==> src/hw/cgc_pkg.sv <==
// Package of constants and types for the counter global configuration block.
`default_nettype none

package cgc_pkg;

  // ----------------------------------------------------------------------------
  // Register offsets
  // ----------------------------------------------------------------------------
  localparam logic [4:0] OFS_CTRL   = 5'h00;
  localparam logic [4:0] OFS_ATTEN  = 5'h04;
  localparam logic [4:0] OFS_RESOL  = 5'h08;
  localparam logic [4:0] OFS_GATE   = 5'h0C;
  localparam logic [4:0] OFS_STATUS = 5'h10;
  localparam logic [4:0] OFS_TOTAL  = 5'h14;

  // ----------------------------------------------------------------------------
  // Control register field positions
  // ----------------------------------------------------------------------------
  localparam int CTRL_SHARED_ROUTING   = 0;
  localparam int CTRL_TIMEBASE_EXT     = 1;
  localparam int CTRL_TB_OUT_EN        = 2;
  localparam int CTRL_INTERVAL_DELAY   = 3;
  localparam int CTRL_AVERAGING        = 4;
  localparam int CTRL_GATE_ACTIVE_LOW  = 5;
  localparam int CTRL_GATED_TOTALIZE   = 6;
  localparam int CTRL_COUNT_ON_INPUT2  = 7;
  localparam int CTRL_AUTOMATIC_TRIGGER_LEVEL_LEVEL  = 8;
  localparam int CTRL_WIDTH            = 9;

  // ----------------------------------------------------------------------------
  // Status register field positions
  // ----------------------------------------------------------------------------
  localparam int STAT_DIGITS_LSB = 0;
  localparam int STAT_AVG_ACTIVE = 4;
  localparam int STAT_TB_EXT     = 5;
  localparam int STAT_TB_DRIVEN  = 6;

  // ----------------------------------------------------------------------------
  // Reset values and measurement constants
  // ----------------------------------------------------------------------------
  localparam logic [CTRL_WIDTH-1:0] CTRL_RESET  = 9'h000;
  localparam logic [2:0]            ATTEN_RESET = 3'h0;
  localparam logic [31:0]           RESOL_RESET = 32'h0000_2710;
  localparam logic [31:0]           GATE_RESET  = 32'h0000_2710;
  localparam int                    AVG_GATES   = 100;
  localparam int                    SINGLE_GATES = 1;
  localparam int                    AVG_RESOL_PS  = 100;
  localparam int                    FINE_RESOL_NS = 1;
  localparam logic [31:0]           FINE_RESOL_PS = 32'(FINE_RESOL_NS * 1000);
  localparam int                    NUM_INPUTS  = 3;

  typedef enum logic [1:0] {
    CGC_FN_OTHER,
    CGC_FN_TIME_INTERVAL,
    CGC_FN_TOTALIZE
  } cgc_func_t;

endpackage

`default_nettype wire

==> src/hw/cgc_tot_if.sv <==
// Interface carrying gate, event and count between the main block and the totalizer.
`default_nettype none

interface cgc_tot_if #(parameter int CNT_W = 32);
  logic             enable;
  logic             gate_active_low;
  logic             gate_level;
  logic             event_edge;
  logic             clear;
  logic [CNT_W-1:0] count;

  modport ctrl (output enable, gate_active_low, gate_level, event_edge, clear, input count);
  modport tot  (input enable, gate_active_low, gate_level, event_edge, clear, output count);
endinterface

`default_nettype wire

==> src/hw/cgc_global_config.sv <==
// Global configuration of the universal counter with an Avalon-MM register slave.
`default_nettype none

module cgc_global_config #(
  parameter int CNT_W = 32
) (
  input  wire logic                           i_core_clk,
  input  wire logic                           i_sys_rst,
  // Avalon-MM slave.
  input  wire logic [4:0]                     i_avs_address,
  input  wire logic                           i_avs_read,
  input  wire logic                           i_avs_write,
  input  wire logic [31:0]                    i_avs_writedata,
  input  wire logic [3:0]                     i_avs_byteenable,
  output logic      [31:0]                    o_avs_readdata,
  output logic                                o_avs_waitrequest,
  // Signal inputs and channel paths.
  input  wire logic                           i_input1,
  input  wire logic                           i_input2,
  output logic                                o_chan1,
  output logic                                o_chan2,
  // Timebase selection and rear reference connector.
  input  wire logic                           i_int_osc,
  input  wire logic                           i_ref_pin_in,
  output logic                                o_ref_pin_out,
  output logic                                o_ref_pin_oe_n,
  output logic                                o_timebase,
  output logic                                o_timebase_ext,
  // Attenuators and automatic trigger.
  input  wire logic [cgc_pkg::NUM_INPUTS-1:0] i_amp_high,
  output logic      [cgc_pkg::NUM_INPUTS-1:0] o_tenfold_attenuator,
  // Measurement function and gate sequencing.
  input  wire cgc_pkg::cgc_func_t             i_func,
  output logic                                o_interval_delay_apply,
  output logic                                o_gate_open,
  output logic                                o_result_strobe,
  output logic      [6:0]                     o_gates_per_result,
  output logic      [3:0]                     o_display_digits
);
  import cgc_pkg::*;

  // ----------------------------------------------------------------------------
  // Functions
  // ----------------------------------------------------------------------------
  // Number of decades in the gate time gives the displayed digit count.
  function automatic logic [3:0] digits_of(input logic [31:0] gate);
    logic [3:0]  n;
    logic [31:0] dec;
    n   = 4'h1;
    dec = 32'h0000_000A;
    for (int i = 0; i < 9; i++) begin
      if (gate >= dec) begin
        n = n + 4'h1;
      end
      dec = dec * 32'h0000_000A;
    end
    return n;
  endfunction

  function automatic logic [31:0] merge_be(input logic [31:0] old_v, input logic [31:0] new_v,
                                           input logic [3:0] be);
    logic [31:0] r;
    r = old_v;
    for (int b = 0; b < 4; b++) begin
      if (be[b]) begin
        r[b*8 +: 8] = new_v[b*8 +: 8];
      end
    end
    return r;
  endfunction

  // ----------------------------------------------------------------------------
  // Bus handshake
  // ----------------------------------------------------------------------------
  logic ack_q;
  wire  req      = i_avs_read | i_avs_write;
  wire  wr_fire  = i_avs_write & ack_q;
  wire  rd_take  = i_avs_read & ~ack_q;

  always_ff @(posedge i_core_clk) begin
    if (i_sys_rst) begin
      ack_q <= 1'b0;
    end else begin
      ack_q <= req & ~ack_q;
    end
  end

  assign o_avs_waitrequest = req & ~ack_q;

  // ----------------------------------------------------------------------------
  // Registers
  // ----------------------------------------------------------------------------
  logic [CTRL_WIDTH-1:0] ctrl_q;
  logic [CTRL_WIDTH-1:0] ctrl_d;
  logic [2:0]            atten_q;
  logic [31:0]           resol_q;
  logic [31:0]           gate_q;
  logic [31:0]           rdata_q;

  wire wr_ctrl  = wr_fire & (i_avs_address == OFS_CTRL);
  wire wr_atten = wr_fire & (i_avs_address == OFS_ATTEN);
  wire wr_resol = wr_fire & (i_avs_address == OFS_RESOL);
  wire wr_gate  = wr_fire & (i_avs_address == OFS_GATE);
  wire wr_total = wr_fire & (i_avs_address == OFS_TOTAL);

  wire [31:0] ctrl_wv  = merge_be({23'h0, ctrl_q}, i_avs_writedata, i_avs_byteenable);
  wire [31:0] resol_wv = merge_be(resol_q, i_avs_writedata, i_avs_byteenable);
  wire        automatic_trigger_level = ctrl_q[CTRL_AUTOMATIC_TRIGGER_LEVEL_LEVEL];
  wire        avg_on    = ctrl_q[CTRL_AVERAGING];
  wire        tb_ext    = ctrl_q[CTRL_TIMEBASE_EXT];
  wire        fine_req  = wr_resol & (resol_wv < FINE_RESOL_PS) & ~avg_on;

  always_comb begin
    ctrl_d = ctrl_q;
    if (wr_ctrl) begin
      ctrl_d = ctrl_wv[CTRL_WIDTH-1:0];
    end
    if (ctrl_d[CTRL_TIMEBASE_EXT]) begin
      ctrl_d[CTRL_TB_OUT_EN] = 1'b0;
    end
    if (fine_req) begin
      ctrl_d[CTRL_AVERAGING] = 1'b1;
    end
  end

  always_ff @(posedge i_core_clk) begin
    if (i_sys_rst) begin
      ctrl_q  <= CTRL_RESET;
      resol_q <= RESOL_RESET;
      gate_q  <= GATE_RESET;
    end else begin
      ctrl_q <= ctrl_d;
      if (wr_resol) begin
        resol_q <= resol_wv;
      end
      if (wr_gate) begin
        gate_q <= merge_be(gate_q, i_avs_writedata, i_avs_byteenable);
      end
    end
  end

  // Automatic trigger level drives the attenuators and locks out writes.
  always_ff @(posedge i_core_clk) begin
    if (i_sys_rst) begin
      atten_q <= ATTEN_RESET;
    end else if (automatic_trigger_level) begin
      atten_q <= i_amp_high;
    end else if (wr_atten && i_avs_byteenable[0]) begin
      atten_q <= i_avs_writedata[2:0];
    end
  end

  assign o_tenfold_attenuator = atten_q;

  // ----------------------------------------------------------------------------
  // Read path
  // ----------------------------------------------------------------------------
  wire [3:0]  digits_w = digits_of(gate_q);
  wire [31:0] status_w = {25'h0, o_ref_pin_oe_n == 1'b0, tb_ext, avg_on, digits_w};
  logic [CNT_W-1:0] tot_count;
  logic [31:0]      rsel;

  always_comb begin
    case (i_avs_address)
      OFS_CTRL:   rsel = {23'h0, ctrl_q};
      OFS_ATTEN:  rsel = {29'h0, atten_q};
      OFS_RESOL:  rsel = resol_q;
      OFS_GATE:   rsel = gate_q;
      OFS_STATUS: rsel = status_w;
      OFS_TOTAL:  rsel = 32'(tot_count);
      default:    rsel = 32'h0000_0000;
    endcase
  end

  always_ff @(posedge i_core_clk) begin
    if (i_sys_rst) begin
      rdata_q <= 32'h0000_0000;
    end else if (rd_take) begin
      rdata_q <= rsel;
    end
  end

  assign o_avs_readdata   = rdata_q;
  assign o_display_digits = digits_w;

  // ----------------------------------------------------------------------------
  // Routing and timebase
  // ----------------------------------------------------------------------------
  logic chan1_q;
  logic chan2_q;
  logic tb_q;
  logic ref_out_q;
  wire  shared = ctrl_q[CTRL_SHARED_ROUTING];

  always_ff @(posedge i_core_clk) begin
    if (i_sys_rst) begin
      chan1_q   <= 1'b0;
      chan2_q   <= 1'b0;
      tb_q      <= 1'b0;
      ref_out_q <= 1'b0;
    end else begin
      chan1_q   <= i_input1;
      chan2_q   <= shared ? i_input1 : i_input2;
      tb_q      <= tb_ext ? i_ref_pin_in : i_int_osc;
      ref_out_q <= i_int_osc;
    end
  end

  assign o_chan1        = chan1_q;
  assign o_chan2        = chan2_q;
  assign o_timebase     = tb_q;
  assign o_timebase_ext = tb_ext;
  assign o_ref_pin_out  = ref_out_q;
  assign o_ref_pin_oe_n = ~(ctrl_q[CTRL_TB_OUT_EN] & ~tb_ext);
  assign o_interval_delay_apply = ctrl_q[CTRL_INTERVAL_DELAY]
                                  & (i_func == CGC_FN_TIME_INTERVAL);

  // ----------------------------------------------------------------------------
  // Gate sequencing and averaging
  // ----------------------------------------------------------------------------
  logic [31:0] gate_cnt_q;
  logic [6:0]  period_q;
  logic        strobe_q;
  wire  [6:0]  periods = avg_on ? 7'(AVG_GATES) : 7'(SINGLE_GATES);
  wire         gate_end = (gate_cnt_q + 32'h1 >= gate_q);
  wire         last_period = (period_q + 7'h1 >= periods);

  always_ff @(posedge i_core_clk) begin
    if (i_sys_rst) begin
      gate_cnt_q <= 32'h0;
      period_q   <= 7'h0;
      strobe_q   <= 1'b0;
    end else begin
      strobe_q   <= gate_end & last_period;
      gate_cnt_q <= gate_end ? 32'h0 : gate_cnt_q + 32'h1;
      if (gate_end) begin
        period_q <= last_period ? 7'h0 : period_q + 7'h1;
      end
    end
  end

  assign o_gate_open        = 1'b1;
  assign o_result_strobe    = strobe_q;
  assign o_gates_per_result = periods;

  // ----------------------------------------------------------------------------
  // Gated totalize
  // ----------------------------------------------------------------------------
  logic [1:0] in_level;
  logic [1:0] in_rise;
  cgc_tot_if #(.CNT_W(CNT_W)) tot_bus ();

  cgc_sync #(.W(2)) u_sync (
    .i_core_clk (i_core_clk),
    .i_sys_rst  (i_sys_rst),
    .i_async    ({shared ? i_input1 : i_input2, i_input1}),
    .o_level    (in_level),
    .o_rise     (in_rise)
  );

  wire cnt_in2 = ctrl_q[CTRL_COUNT_ON_INPUT2];
  assign tot_bus.enable          = ctrl_q[CTRL_GATED_TOTALIZE] & (i_func == CGC_FN_TOTALIZE);
  assign tot_bus.gate_active_low = ctrl_q[CTRL_GATE_ACTIVE_LOW];
  assign tot_bus.event_edge      = cnt_in2 ? in_rise[1] : in_rise[0] ;
  assign tot_bus.gate_level      = cnt_in2 ? in_level[0] : in_level[1];
  assign tot_bus.clear           = wr_total;
  assign tot_count               = tot_bus.count;

  cgc_totalizer #(.CNT_W(CNT_W)) u_tot (
    .i_core_clk (i_core_clk),
    .i_sys_rst  (i_sys_rst),
    .tot        (tot_bus)
  );
endmodule

`default_nettype wire

==> src/hw/cgc_sync.sv <==
// Two-stage synchroniser with rising edge detection for a group of inputs.
`default_nettype none

module cgc_sync #(
  parameter int W = 2
) (
  input  wire logic         i_core_clk,
  input  wire logic         i_sys_rst,
  input  wire logic [W-1:0] i_async,
  output logic      [W-1:0] o_level,
  output logic      [W-1:0] o_rise
);
  logic [W-1:0] meta_q;
  logic [W-1:0] sync_q;
  logic [W-1:0] prev_q;

  // The first stage feeds only the second stage.
  always_ff @(posedge i_core_clk) begin
    if (i_sys_rst) begin
      meta_q <= '0;
      sync_q <= '0;
      prev_q <= '0;
    end else begin
      meta_q <= i_async;
      sync_q <= meta_q;
      prev_q <= sync_q;
    end
  end

  assign o_level = sync_q;
  assign o_rise  = sync_q & ~prev_q;
endmodule

`default_nettype wire

==> src/hw/cgc_totalizer.sv <==
// Gated event totalizer that accumulates while the qualified gate is active.
`default_nettype none

module cgc_totalizer #(
  parameter int CNT_W = 32
) (
  input  wire logic  i_core_clk,
  input  wire logic  i_sys_rst,
  cgc_tot_if.tot     tot
);
  logic [CNT_W-1:0] count_q;
  logic [CNT_W-1:0] count_d;
  wire              gate_open = tot.gate_level ^ tot.gate_active_low;
  wire              bump      = tot.enable & gate_open & tot.event_edge;

  // A clear in the same cycle as an event keeps that event.
  assign count_d = tot.clear ? CNT_W'(bump) : count_q + CNT_W'(bump);

  always_ff @(posedge i_core_clk) begin
    if (i_sys_rst) begin
      count_q <= '0;
    end else begin
      count_q <= count_d;
    end
  end

  assign tot.count = count_q;
endmodule

`default_nettype wire

==> config.mk <==
export PLATFORM = sky130hd
export DESIGN_NAME = cgc_global_config
export DESIGN_NICKNAME = d
export VERILOG_FILES = /design/src/hw/cgc_pkg.sv /design/src/hw/cgc_tot_if.sv /design/src/hw/cgc_global_config.sv /design/src/hw/cgc_sync.sv /design/src/hw/cgc_totalizer.sv
export SDC_FILE = /design/constraint.sdc
export NUM_CORES = 1
export LEC_CHECK = 0
export BUFFER_PORTS_ARGS = -buffer_cell sky130_fd_sc_hd__buf_4
export CORE_MARGIN = 10
export CORE_UTILIZATION = 50
export DETAILED_ROUTE_END_ITERATION = 7
export PLACE_DENSITY = 0.7
export SYNTH_ARGS = -nofsm -noshare
export SYNTH_HDL_FRONTEND = slang
export SYNTH_SLANG_ARGS = --single-unit
==> constraint.sdc <==
create_clock -name i_core_clk -period 6.93 [get_ports i_core_clk]
set_clock_uncertainty 0.15 [all_clocks]
set_input_delay 0.693 -clock i_core_clk [delete_from_list [all_inputs] [get_ports i_core_clk]]
set_output_delay 0.693 -clock i_core_clk [all_outputs]
set_load 0.05 [all_outputs]
==> results.md <==
* Chip height at 164 um
* Leakage Power at between 4 and 5 nW
* Core Area at 0.0203 mm2
* Largest family of logic cells by synthesized area: simple AND/OR/NAND/NOR gates
* Outcome: complete, no violations
* Share of layout cells above drive strength 1 at 0.134
* Drt wl/cell at approximately 18 um
* CTS H-tree lvls at 4
* Synthesized cell area at 0.0103 mm2
* Hold Path Cell Cnt at 2
* CP Capture Type: output port
* Synth Area in Compound Gates at 0.152
* Share of the synthesized area in the top cell type at 0.366
* Final ANT Viol Nets at 0
* Filler cells at between 1.5k and 2k
* Synth Register Bits at about 190
* Worst EP arrival at 5730 ps
* Maximum VDD drop at 0.147 mV
* Total power per unit cell area at 189 mW/mm2
* Max-slew headroom at 0.235
* Critical Path, Cell by Cell: nor4_4, nand4_1, and2b_2, nand2_1, or3_1, or2_2, inv_1, fa_2, xor2_4, buf_4, xor2_1, ha_1, a221o_1, xnor2_1, o21ai_0, ha_1, nand2_1, o21ai_0, ha_1, nor2b_1, xnor2_1, buf_4
* Total CTS buffers at 17
* Vias in the first global route at approximately 8.5k
* Max-cap violations at 0
* Clk sink count at 189
* Routed WL at 29400 um
* Initial Util at 0.509
* Multi-input logic area at 0.00607 mm2
* RSZ-0062 raised after global routing: false
* EDFF count, synth at 0
* Critical path depth at 22
* Most used cell, CP: ha_1
* Final setup violation count at 0
* Post-synth top area cell: dfxtp_1
* Die area at about 0.027 mm2
* Root buffer cell: clkbuf_16
* Cell count after synthesis at approximately 1.3k
* Asr flop ratio synth at 0
* Top FF cell, synth: dfxtp_1
* Max Root-Sink Buffers at 2
* GP Congestion at about 0.96
* Area growth syn-to-layout at 15.0%
* Number of port buffers at 105
* First-pass GRT wire length at 46300 um
* CTS tree: yes
* Fmax at 152 MHz
* Overall Global Routing Usage at 0.216
* Worst reg-to-reg path cell count at 21
* Mux share of post-synthesis cell area at 0.0603
* Period utilization at 0.948
* Largest net degree at the start of global routing at just over 80
* Worst path slowest cell: fa_2
* Initial antenna violation count at 0
* Xor and xnor area share after synthesis at 0.0684
* Least-Margin Pin Slew at 1140 ps
* Adder-cell share of the synthesized area at 0.0588
* Register Area at 0.00378 mm2
* Via count at 9177
* Distinct cells, synth at 79
* Largest stage delay, worst path at around 540 ps
* Initial DRC Count at 771
* Vias per cell at ~5.7
* Synthesized area per cell at about 8.2 um2
* I/O Pins at 110
* Ys Warns at 0
* Final instance area at 0.0119 mm2
* N_diodes at 0
* Die width at 164 um
* Clk_lat worst skew at 430 ps
* Register area share after synthesis at 0.366
* Final worst path period need at 6570 ps
* CP required at just over 6000 ps
* CP Buf/Inv Count at 3
* Dpl hpwl at 22200 um
* Setup TNS at 0 ps
* Fin nets at 1435
* Area contributors post-synth: dfxtp_1, nand2_1, mux2i_1, ha_1, nor2_1
* Number of iterations in the first detailed-routing pass at 6
* Clock-pin slew on the worst setup and hold paths at 70 ps
* Hold Path Class: flip-flop to flip-flop
* Cell Area, Placed at 0.0112 mm2
* CP startpoint kind: flip-flop
* DRC violations left at 0
* GR Overflow Total at 0
* Pins over their slew limit at 0
* Hold Vio Cnt, Final at 0
* CP Class: flip-flop to output port
* Maximum fanout along the worst path at 6
* CP delay by family, top: simple AND/OR/NAND/NOR gates
* FP Rows at 52
* Synth Area in Simple Gates at 0.240
## worst paths after layout
kind               from             endpoint  slack, ps
max          gate_q[27]  o_display_digits[2]        360
min          resol_q[0]           resol_q[0]        320
max reg2reg  gate_q[27]    o_avs_readdata[1]       1400
min reg2reg  resol_q[0]           resol_q[0]        320
## report_power, final
part           internal (mW)  switching (mW)  total (mW)
registers               1.09         0.00479        1.09
logic                 0.0493          0.0903       0.140
clock network          0.546           0.467        1.01
## flip-flops by register name, summed over array words and instances, names as in the netlist, 3 cells and up
signal / cells
period_q: 7
resol_q: 32
o_avs_readdata: 32
o_tenfold_attenuator: 3
gate_q: 32
u_tot.tot.count: 32
ctrl_q: 9
gate_cnt_q: 32
## stage by stage
| step | hold WS, ps | setup slack, ps | utilization | instances | power (mW) |
|---|---|---|---|---|---|
| global route | 333 | 10.2 | 0.585 | 1616 | 2.32 |
| finish | 317 | 357 | 0.585 | 1616 | 2.25 |
| CTS | 313 | 6.57 | 0.582 | 1613 | 2.26 |
| floorplan | 286 | 425 | - | 1269 | 1.20 |
| detailed placement | 306 | 145 | 0.552 | 1581 | 1.26 |
| global placement | 294 | 445 | 0.552 | 1581 | 1.26 |
## routing by layer
layer  global-route usage  part of all wire  vias to the layer above
li1                     -                 -                     4514
met1                0.288              0.45                     4346
met2                0.345              0.46                      280
met3               0.0411             0.066                       37
met4               0.0682             0.021                        0
met5                    0                 0                        -
## synth_stat cells (all sizes together), types with 7 or more instances
cell and instances:
a21oi 82, xnor2 32, and2 7, a211o 7
nand4 19, nand3 58, nand2 174, a21o 20
or2 8, buf 19, nor3 26, xor2 43
and3 22, o21ai 52, nor2 117, ha 47
inv 54, or3 8, nor4 10, nor2b 41
clkbuf 54, a22oi 31, mux2i 60, o211ai 9
dfxtp 189, o22ai 8, nand3b 7
## layout make-up
cell class	instances	share of cell area
Sequential cell	189	0.318
Timing Repair Buffer	118	0.0746
Clock inverter	15	0.0151
Inverter	54	0.0171
Tap cell	270	0.0284
Clock buffer	17	0.0358
Multi-Input combinational cell	953	0.511
## cells in the final DEF (no fill, tap or decap), types with 8 or more instances in the layout
cell type  synthesis  routed
buf_4              9     118
nor2_1           117     116
o22ai_1            8       8
xnor2_1           30      29
nor3_1            26      24
xor2_1            43      42
ha_1              47      47
inv_1             54      54
a21oi_1           82      82
mux2i_1           60      60
nand2_1          174     174
a22oi_1           31      31
dfxtp_1          189     189
nand4_1           19      19
and3_1            22      22
or3_1              8       8
nand3_1           58      58
clkbuf_16          0      17
o211ai_1           9       9
nor2b_1           41      41
o21ai_0           50      50
a21o_1            20      20
## worst min-delay path, delay by kind of cell (launching register included)
family	cells	cell delay (ps)
DFF	1	320
AOI/OAI and AO/OA	1	50
and+or+nand+nor	1	50
## kinds of logic (layout without fill, tap and decap cells)
family / after synthesis / count (layout)
xor gates and xnor gates: 76 / 76
and+or+nand+nor: 517 / 517
AOI/OAI and AO/OA: 246 / 246
buffers and inverters: 127 / 204
adders and majority gates: 48 / 48
muxes: 62 / 62
other: 2 / 4
DFF: 189 / 189
## repair_timing
item / in CTS / in global routing
setup endpoints to repair: 3 / 3
pin swaps: 0 / 1
hold buffers: 0 / 0
gates resized for setup: 3 / 6
cloned: 0 / 0
setup buffers: 0 / 3
Power figures use the tool's default switching activity.
